## src/design/coag_pkg.sv

```systemverilog
package coag_pkg;
   // ==========================================
   // address and operand widths
   localparam int COAG_AW = 24;           // program counter width
   localparam int COAG_SPACE_W = 16;      // implemented address space
   localparam int COAG_DW = 32;           // widest operand
   localparam logic [7:0] COAG_SHORT_PAGE = 8'hff;   // page of the short absolute form
   localparam logic [7:0] COAG_PTR_PAGE = 8'h00;     // page of indirect pointers
   localparam logic [7:0] COAG_ZERO8 = 8'h00;
   localparam logic [COAG_AW-1:0] COAG_PC_RESET = 24'h000000;
   // ==========================================
   // trap vector table
   localparam logic [7:0] COAG_TRAP_BASE = 8'h10;    // vector 0 byte address
   localparam int COAG_VEC_SHIFT = 2;                // four bytes per vector
   // ==========================================
   // addressing modes presented by decode
   typedef enum logic [3:0] {
      COAG_M_ABS8 = 4'h0,
      COAG_M_ABS16 = 4'h1,
      COAG_M_ABS24 = 4'h2,
      COAG_M_IMM8 = 4'h3,
      COAG_M_IMM16 = 4'h4,
      COAG_M_IMM32 = 4'h5,
      COAG_M_IMPL = 4'h6,
      COAG_M_BITNO = 4'h7,
      COAG_M_TRAP = 4'h8,
      COAG_M_REL8 = 4'h9,
      COAG_M_REL16 = 4'ha,
      COAG_M_IND = 4'hb
   } coag_mode_e;
   // ==========================================
   // operand sizes
   typedef enum logic [2:0] {
      COAG_S_BIT = 3'h0,
      COAG_S_BCD = 3'h1,
      COAG_S_BYTE = 3'h2,
      COAG_S_WORD = 3'h3,
      COAG_S_LONG = 3'h4
   } coag_size_e;
   // ==========================================
   // sequencer states
   typedef enum logic [1:0] {
      COAG_ST_IDLE = 2'b00,
      COAG_ST_FETCH = 2'b01,
      COAG_ST_DONE = 2'b10
   } coag_state_e;
endpackage

```

## src/design/coag_opfmt.sv

```systemverilog
`timescale 1ns/10ps
`default_nettype none
// ==========================================
// operand formatter: bit select, bcd split, size masking
module coag_opfmt
   import coag_pkg::*;
(
   // clock and reset
   input wire logic core_clk_i,
   input wire logic rst_i,
   // raw operand
   input wire logic [COAG_DW-1:0] raw_i,
   input wire coag_size_e size_i,
   input wire logic [2:0] bit_sel_i,
   // formatted operand
   output logic [COAG_DW-1:0] fmt_o,
   output logic [3:0] bcd_hi_o,
   output logic [3:0] bcd_lo_o,
   output logic bit_o
);
   logic [COAG_DW-1:0] fmt_d, fmt_q;   // size-masked value
   logic [3:0] hi_d, hi_q, lo_d, lo_q; // packed digits
   logic bit_d, bit_q;                 // selected bit

   // next values
   always_comb begin
      fmt_d = raw_i;
      hi_d = raw_i[7:4];   // [RULE3]
      lo_d = raw_i[3:0];   // [RULE3]
      bit_d = raw_i[bit_sel_i]; // bit 0..7 of the byte [RULE2]
      case (size_i)   // [RULE1]
         COAG_S_BIT: fmt_d = {31'h0, raw_i[bit_sel_i]};
         COAG_S_BCD: fmt_d = {24'h0, raw_i[7:0]};
         COAG_S_BYTE: fmt_d = {24'h0, raw_i[7:0]};
         COAG_S_WORD: fmt_d = {16'h0, raw_i[15:0]};
         default: fmt_d = raw_i;
      endcase
   end

   // registers
   always_ff @(posedge core_clk_i) begin
      if (rst_i) begin
         fmt_q <= '0;
         hi_q <= 4'h0;
         lo_q <= 4'h0;
         bit_q <= 1'b0;
      end else begin
         fmt_q <= fmt_d;
         hi_q <= hi_d;
         lo_q <= lo_d;
         bit_q <= bit_d;
      end
   end

   assign fmt_o = fmt_q;
   assign bcd_hi_o = hi_q;
   assign bcd_lo_o = lo_q;
   assign bit_o = bit_q;

   // byte operand yields two digits
   bcd_split_a: assert property (@(posedge core_clk_i) disable iff (rst_i) // [RULE3]
      (size_i == COAG_S_BCD) |=> ({bcd_hi_o, bcd_lo_o} == $past(raw_i[7:0])))
      else $error("bcd digits do not rebuild byte");
endmodule
`default_nettype wire

```

## src/design/coag_top.sv

```systemverilog
// Operation
// RULE1 - operands: bit, bcd, byte, word, longword
// RULE2 - bit ops pick bit 0..7
// RULE3 - decimal adjusts see two bcd digits
// RULE4 - absolute drops top byte; short hits ff page
// RULE5 - immediate 8, 16 or 32 bits inline
// RULE6 - small constants implied by opcode
// RULE7 - 3-bit opcode field selects bit
// RULE8 - 2-bit trap field selects vector
// RULE9 - relative: sign-extended displacement plus pc
// RULE10 - base pc is next instruction address
// RULE11 - relative mode serves subroutine branch
// RULE12 - indirect: 8-bit address locates target
// RULE13 - pointer fetched with one longword read
// RULE14 - pointer top byte ignored, 24 bits
// RULE15 - pointer address zero-filled, low page
`timescale 1ns/10ps
`default_nettype none
module coag_top
   import coag_pkg::*;
(
   // clock and reset
   input wire logic core_clk_i,
   input wire logic rst_i,
   // decode request
   input wire logic req_i,
   input wire coag_mode_e mode_i,
   input wire coag_size_e size_i,
   input wire logic [COAG_AW-1:0] next_pc_i,  // first byte of next instruction
   input wire logic [COAG_DW-1:0] ext_i,      // extension word(s) of the opcode
   input wire logic [2:0] op_field_i,         // low opcode field
   input wire logic [1:0] small_k_i,          // implied-constant select
   input wire logic is_bsr_i,
   // memory bus
   output logic mem_req_o,
   output logic [COAG_SPACE_W-1:0] mem_addr_o,
   output logic mem_long_o,
   input wire logic mem_ack_i,
   input wire logic [COAG_DW-1:0] mem_rdata_i,
   // results
   output logic done_o,
   output logic [COAG_SPACE_W-1:0] ea_o,
   output logic [COAG_AW-1:0] target_o,
   output logic [COAG_DW-1:0] operand_o,
   output logic [3:0] bcd_hi_o,
   output logic [3:0] bcd_lo_o,
   output logic bit_o,
   output logic busy_o
);
   // ==========================================
   // state
   coag_state_e st_d, st_q;                    // sequencer
   logic [COAG_SPACE_W-1:0] ea_d, ea_q;         // effective address
   logic [COAG_AW-1:0] tgt_d, tgt_q;            // branch target
   logic [COAG_DW-1:0] opnd_d, opnd_q;          // immediate / constant
   logic [2:0] bsel_d, bsel_q;                  // selected bit number
   logic done_d, done_q;                        // completion pulse
   logic [COAG_AW-1:0] disp;                    // sign-extended displacement
   logic [COAG_DW-1:0] kval;                    // implied constant

   // ==========================================
   // implied constant table: 1, 2, 4
   always_comb begin
      case (small_k_i)   // [RULE6]
         2'h1: kval = 32'h00000002;
         2'h2: kval = 32'h00000004;
         default: kval = 32'h00000001;
      endcase
   end

   // ==========================================
   // sequencer next values
   always_comb begin
      st_d = st_q;
      ea_d = ea_q;
      tgt_d = tgt_q;
      opnd_d = opnd_q;
      bsel_d = bsel_q;
      done_d = 1'b0;
      disp = '0;
      case (st_q)
         COAG_ST_IDLE: begin
            if (req_i) begin
               st_d = COAG_ST_DONE;
               case (mode_i)
                  // absolute forms: long form drops top byte, short form lands in ff page
                  COAG_M_ABS8: ea_d = {COAG_SHORT_PAGE, ext_i[7:0]};  // [RULE4]
                  COAG_M_ABS16: ea_d = ext_i[15:0];                   // [RULE4]
                  COAG_M_ABS24: ea_d = ext_i[15:0];                   // [RULE4]
                  // immediates
                  COAG_M_IMM8: opnd_d = {24'h0, ext_i[7:0]};          // [RULE5]
                  COAG_M_IMM16: opnd_d = {16'h0, ext_i[15:0]};        // [RULE5]
                  COAG_M_IMM32: opnd_d = ext_i;                       // [RULE5]
                  COAG_M_IMPL: opnd_d = kval;                         // [RULE6]
                  COAG_M_BITNO: begin
                     bsel_d = op_field_i;                             // [RULE7]
                     // byte operand that holds the selected bit
                     opnd_d = {24'h0, ext_i[7:0]};                    // [RULE2]
                  end
                  COAG_M_TRAP: begin
                     // vector address from 2-bit field
                     ea_d = {COAG_ZERO8, COAG_TRAP_BASE} +
                        ({14'h0, op_field_i[1:0]} << COAG_VEC_SHIFT); // [RULE8]
                  end
                  // relative, base is next pc
                  COAG_M_REL8: begin
                     disp = {{16{ext_i[7]}}, ext_i[7:0]};             // [RULE9]
                     tgt_d = next_pc_i + disp;                        // [RULE10] [RULE11]
                  end
                  COAG_M_REL16: begin
                     disp = {{8{ext_i[15]}}, ext_i[15:0]};            // [RULE9]
                     tgt_d = next_pc_i + disp;                        // [RULE10] [RULE11]
                  end
                  // indirect: pointer in low page
                  COAG_M_IND: begin
                     ea_d = {COAG_PTR_PAGE, ext_i[7:0]};              // [RULE12] [RULE15]
                     st_d = COAG_ST_FETCH;
                  end
                  default: st_d = COAG_ST_DONE;
               endcase
            end
         end
         COAG_ST_FETCH: begin
            // one longword read, top byte dropped
            if (mem_ack_i) begin
               tgt_d = mem_rdata_i[23:0];                             // [RULE13] [RULE14]
               st_d = COAG_ST_DONE;
            end
         end
         default: begin
            done_d = 1'b1;
            st_d = COAG_ST_IDLE;
         end
      endcase
   end

   // ==========================================
   // sequencer registers
   always_ff @(posedge core_clk_i) begin
      if (rst_i) begin
         st_q <= COAG_ST_IDLE;
         ea_q <= '0;
         tgt_q <= COAG_PC_RESET;
         opnd_q <= '0;
         bsel_q <= 3'h0;
         done_q <= 1'b0;
      end else begin
         st_q <= st_d;
         ea_q <= ea_d;
         tgt_q <= tgt_d;
         opnd_q <= opnd_d;
         bsel_q <= bsel_d;
         done_q <= done_d;
      end
   end

   // ==========================================
   // operand formatting
   coag_opfmt u_fmt (
      .core_clk_i(core_clk_i),
      .rst_i(rst_i),
      .raw_i(opnd_q),
      .size_i(size_i),
      .bit_sel_i(bsel_q),
      .fmt_o(operand_o),
      .bcd_hi_o(bcd_hi_o),
      .bcd_lo_o(bcd_lo_o),
      .bit_o(bit_o)
   );

   // ==========================================
   // outputs
   assign mem_req_o = (st_q == COAG_ST_FETCH);   // [RULE13]
   assign mem_long_o = (st_q == COAG_ST_FETCH);  // [RULE13]
   assign mem_addr_o = ea_q;
   assign ea_o = ea_q;
   assign target_o = tgt_q;
   assign done_o = done_q;
   assign busy_o = (st_q != COAG_ST_IDLE);

   // ==========================================
   // checks
   short_page_a: assert property (@(posedge core_clk_i) disable iff (rst_i) // [RULE4]
      (st_q == COAG_ST_IDLE && req_i && mode_i == COAG_M_ABS8) |=>
      (ea_q == {COAG_SHORT_PAGE, $past(ext_i[7:0])}))
      else $error("short absolute not in top page");
   abs_trunc_a: assert property (@(posedge core_clk_i) disable iff (rst_i) // [RULE4]
      (st_q == COAG_ST_IDLE && req_i && mode_i == COAG_M_ABS24) |=>
      (ea_q == $past(ext_i[15:0])) ##1 done_o)
      else $error("long absolute not truncated");
   imm_width_a: assert property (@(posedge core_clk_i) disable iff (rst_i) // [RULE5]
      (st_q == COAG_ST_IDLE && req_i && mode_i == COAG_M_IMM16) |=>
      (opnd_q == {16'h0, $past(ext_i[15:0])}))
      else $error("immediate word wrong");
   impl_const_a: assert property (@(posedge core_clk_i) disable iff (rst_i) // [RULE6]
      (st_q == COAG_ST_IDLE && req_i && mode_i == COAG_M_IMPL) |=>
      (opnd_q == 32'h1 || opnd_q == 32'h2 || opnd_q == 32'h4))
      else $error("implied constant out of set");
   bit_field_a: assert property (@(posedge core_clk_i) disable iff (rst_i) // [RULE7]
      (st_q == COAG_ST_IDLE && req_i && mode_i == COAG_M_BITNO) |=>
      (bsel_q == $past(op_field_i)))
      else $error("bit number not from opcode");
   trap_vec_a: assert property (@(posedge core_clk_i) disable iff (rst_i) // [RULE8]
      (st_q == COAG_ST_IDLE && req_i && mode_i == COAG_M_TRAP) |=>
      (ea_q[1:0] == 2'b00 && ea_q[15:8] == COAG_ZERO8))
      else $error("trap vector misaligned");
   rel_target_a: assert property (@(posedge core_clk_i) disable iff (rst_i) // [RULE9]
      (st_q == COAG_ST_IDLE && req_i && mode_i == COAG_M_REL8) |=>
      (tgt_q == $past(next_pc_i) + {{16{$past(ext_i[7])}}, $past(ext_i[7:0])}))
      else $error("relative target wrong");
   // subroutine branch uses the word displacement off the next pc
   rel_bsr_a: assert property (@(posedge core_clk_i) disable iff (rst_i) // [RULE10] [RULE11]
      (st_q == COAG_ST_IDLE && req_i && is_bsr_i && mode_i == COAG_M_REL16) |=>
      (tgt_q == $past(next_pc_i) + {{8{$past(ext_i[15])}}, $past(ext_i[15:0])}))
      else $error("subroutine branch target wrong");
   // indirect request goes straight to the pointer fetch
   ptr_addr_a: assert property (@(posedge core_clk_i) disable iff (rst_i) // [RULE12]
      (st_q == COAG_ST_IDLE && req_i && mode_i == COAG_M_IND) |=>
      (mem_req_o && mem_addr_o == {COAG_PTR_PAGE, $past(ext_i[7:0])}))
      else $error("pointer address wrong");
   ind_fetch_a: assert property (@(posedge core_clk_i) disable iff (rst_i) // [RULE15]
      (mem_req_o) |-> (mem_long_o && mem_addr_o[15:8] == COAG_PTR_PAGE))
      else $error("pointer fetch not low-page longword");
   // one accepted read ends the fetch
   single_fetch_a: assert property (@(posedge core_clk_i) disable iff (rst_i) // [RULE13]
      (mem_req_o && mem_ack_i) |=> !mem_req_o)
      else $error("pointer read repeated");
   ind_target_a: assert property (@(posedge core_clk_i) disable iff (rst_i) // [RULE14]
      (mem_req_o && mem_ack_i) |=> (target_o == $past(mem_rdata_i[23:0])) ##1 done_o)
      else $error("indirect target wrong");
endmodule
`default_nettype wire

```

## config.mk

```make
export PLATFORM = sky130hd
export DESIGN_NAME = coag_top
export DESIGN_NICKNAME = d
export VERILOG_FILES = /design/src/design/coag_pkg.sv /design/src/design/coag_opfmt.sv /design/src/design/coag_top.sv
export SDC_FILE = /design/constraint.sdc
export NUM_CORES = 1
export LEC_CHECK = 0
export BUFFER_PORTS_ARGS = -buffer_cell sky130_fd_sc_hd__clkbuf_2
export CAP_MARGIN = 10
export CORE_AREA = 3 3 147 185
export DETAILED_ROUTE_END_ITERATION = 10
export DIE_AREA = 0 0 150 188
export PLACE_DENSITY_LB_ADDON = 0.2
export REMOVE_ABC_BUFFERS = 1
export SYNTH_ARGS = -nofsm -noshare
export SYNTH_HDL_FRONTEND = slang
export SYNTH_SLANG_ARGS = --single-unit
```

## constraint.sdc

```tcl
create_clock -name core_clk_i -period 7.9 [get_ports core_clk_i]
set_input_delay 0 -clock core_clk_i [delete_from_list [all_inputs] [get_ports core_clk_i]]
set_output_delay 0 -clock core_clk_i [all_outputs]
set_load 0.01 [all_outputs]
```

==> flow_metrics.tcl <==
set metrics [dict create \
    required_ps 8230 \
    regArea_um2 2380 \
    slowest_stage "a21boi_1" \
    cts_tree "built" \
    critical_path.top_delay_family "compound AO/OA/AOI/OAI gates" \
    clk_pin_slew_ps 60 \
    async_flop_share_pct 0 \
    max-slew-margin-rel_pct 33.3 \
    numCtsBuffers 17 \
    fin_area_um2 8260 \
    drt_pre_antenna_iters 6 \
    routed_via_density 4.37 \
    end_kind "flip-flop" \
    pre_cts_ws_ps 4160 \
    grt_pass1_wl_um 30400 \
    period_share_pct 41.7 \
    synth-seq-cells 119 \
    wl_um 19500 \
    fin_tns_setup_ps 0 \
    stdcell_count 1271 \
    yosys.area.top_type "dfxtp_1" \
    yosysTopAreaCellShare_pct 40.7 \
    synth_warnings 0 \
    crit_arrival_ps 3620 \
    crit_fanout 9 \
    die_area_um2 28200 \
    slew_violations 0 \
    fin_util_pct 32.1 \
    multi_input_area_um2 3160 \
    ir_worst_vdd_mv 0.116 \
    clock.fmax_ghz 0.303 \
    core_area_um2 25800 \
    leakage_nw 3.60 \
    gp_congestion 0.801 \
    pin_count 206 \
    track_usage_pct 13.9 \
    antenna_found_initial 1 \
    final_common_cell "clkbuf_2" \
    cts_buffer_depth 2 \
    critPathBufInv 2 \
    syn_area_um2 5850 \
    start_util_pct 22.7 \
    synth-main-ff-cell "dfxtp_1" \
    drc 0 \
    drive_gt1_share_pct 27.1 \
    layout_common_cells "clkbuf_2 (195), dfxtp_1 (119), nor2_1 (73)" \
    power_mw 1.73 \
    setup_viol_count_final 0 \
    synth_edf_count 0 \
    min_path_type "in2reg" \
    grt-ovfl-total 0 \
    status "finished, final reports clean" \
    placedInstanceArea_um2 7050 \
    clock-sinks 119 \
    cts_hold_buf 59 \
    antenna_left 0 \
    crit_type "in2reg" \
    yosys-top-cells-area "dfxtp_1 (41%), ha_1 (5.6%), nor2_1 (4.7%)" \
    ys_seq_area_share_pct 40.7 \
    finClkSkew_ps 4.59 \
    critPathMaxStageDelay_ps 560 \
    holdWs_ps 3.35 \
    synthCells 692 \
    drt-initial-drc-count 246 \
    htree_levels 4 \
    die_y_um 188 \
    cts_root_buf "clkbuf_16" \
    final_net_count 1049 \
    syn_to_final_growth_pct 41.2 \
    postCtsSetupBuffers 0 \
    power.density_nw_per_um2 210 \
    ys_types 60 \
    report.final.hold_viol_count 0 \
    cts.repair.resized 0 \
    vias 5549 \
    tightestPinTransition_ps 992 \
    rows 66 \
    die_x_um 150 \
    numPortBuffers 196 \
    min_period_ps 3300 \
    grt_max_degree 65 \
    clock_latency_ps 420 \
    wl_per_cell_um 15.4 \
    cap_violations 0 \
    rsz0062_at_grt "false" \
    fill_cells 2799 \
    start_kind "input port" \
    setup_ws_ps 4600 \
    path_cells "dlygate4sd3_1, clkbuf_2, a21boi_1, a31o_2, ha_1, and3_1, and2_1, a221o_1, nor2b_1, a211oi_2, xnor2_1, a221oi_1" \
    grt_pass1_vias 5594 \
    hpwl_um 14400 \
    dp_cells 1179 \
    avgSynthCellArea_um2 8.45 \
]
==> where the power goes <==
part           internal [mW]  switching, mW  leakage [nW]
combinational          0.125          0.159          2.33
clock                  0.505          0.317         0.306
sequential             0.618         0.0113         0.964
==> Yosys cell counts, drive strengths merged, types with 2 or more instances <==
cell type,number
dfxtp,119
nor2,73
o21ai,51
a21oi,50
nand2,50
nand3,37
nand2b,36
clkbuf,33
ha,26
buf,23
and2,21
nor3,19
a211oi,14
inv,14
xnor2,14
mux2i,12
a21o,9
a311oi,9
a31o,8
nor2b,8
and3,7
xor2,6
or3,5
a221oi,4
a311o,3
nand4,3
nor3b,3
nor4,3
o211ai,3
a2111oi,2
a21boi,2
a41oi,2
mux4,2
nand3b,2
o21a,2
==> final timing paths <==
check                           cells past startpoint  slack [ps]        from               to
worst max-delay path                               12        4600    ext_i[7]     target_o[23]
worst min-delay path                                3           3   size_i[2]  u_fmt.fmt_o[14]
worst max register to register                      7        5630     st_q[0]     target_o[20]
worst min register to register                      2         450  opnd_q[14]  u_fmt.fmt_o[14]
==> layer usage <==
| metal | vias up | track usage [%] | share of wire, % |
|---|---|---|---|
| li1 | 2886 | - | - |
| met1 | 2495 | 16.8 | 43 |
| met2 | 147 | 24.0 | 50 |
| met3 | 21 | 2.90 | 4.9 |
| met4 | 0 | 5.07 | 2.2 |
| met5 | - | 0 | 0 |
==> registers in the layout, indices dropped and copies added (netlist names) <==
register,cells
target_o,24
u_fmt.bcd_lo_o,4
ea_o,16
u_fmt.bcd_hi_o,4
done_o,1
opnd_q,32
u_fmt.bit_o,1
bsel_q,3
st_q,2
u_fmt.fmt_o,32
==> logic make-up (layout without fill, tap and decap cells) <==
logic type	after synthesis	in the layout	synth area share, %
simple gates	271	271	22.9
compound gates	171	171	18.9
flops	119	119	40.7
buf+inv	70	308	5.73
fa+ha+maj	27	27	5.90
xor+xnor	20	20	3.00
mux	14	14	2.82
other cells	0	1	0
==> final cells by class <==
cell class              count  share of cell area, %
inverters                  14                  0.636
diodes                      1                 0.0303
clock inverters            15                   2.33
clock buffers              17                   5.15
flip-flops and latches    119                   28.8
well taps                 340                   5.15
repair buffers            262                   19.7
multi-input cells         503                   38.2
==> worst reg2reg max path: stages (launching register included) <==
cell and delay [ps]:
dfxtp_1 350, or4b_4 590, a21oi_4 130, buf_4 340, nor2_1 80, or3_1 360, a311o_1 270, nor2_1 100
No activity file was read; power rests on OpenSTA's default activity.
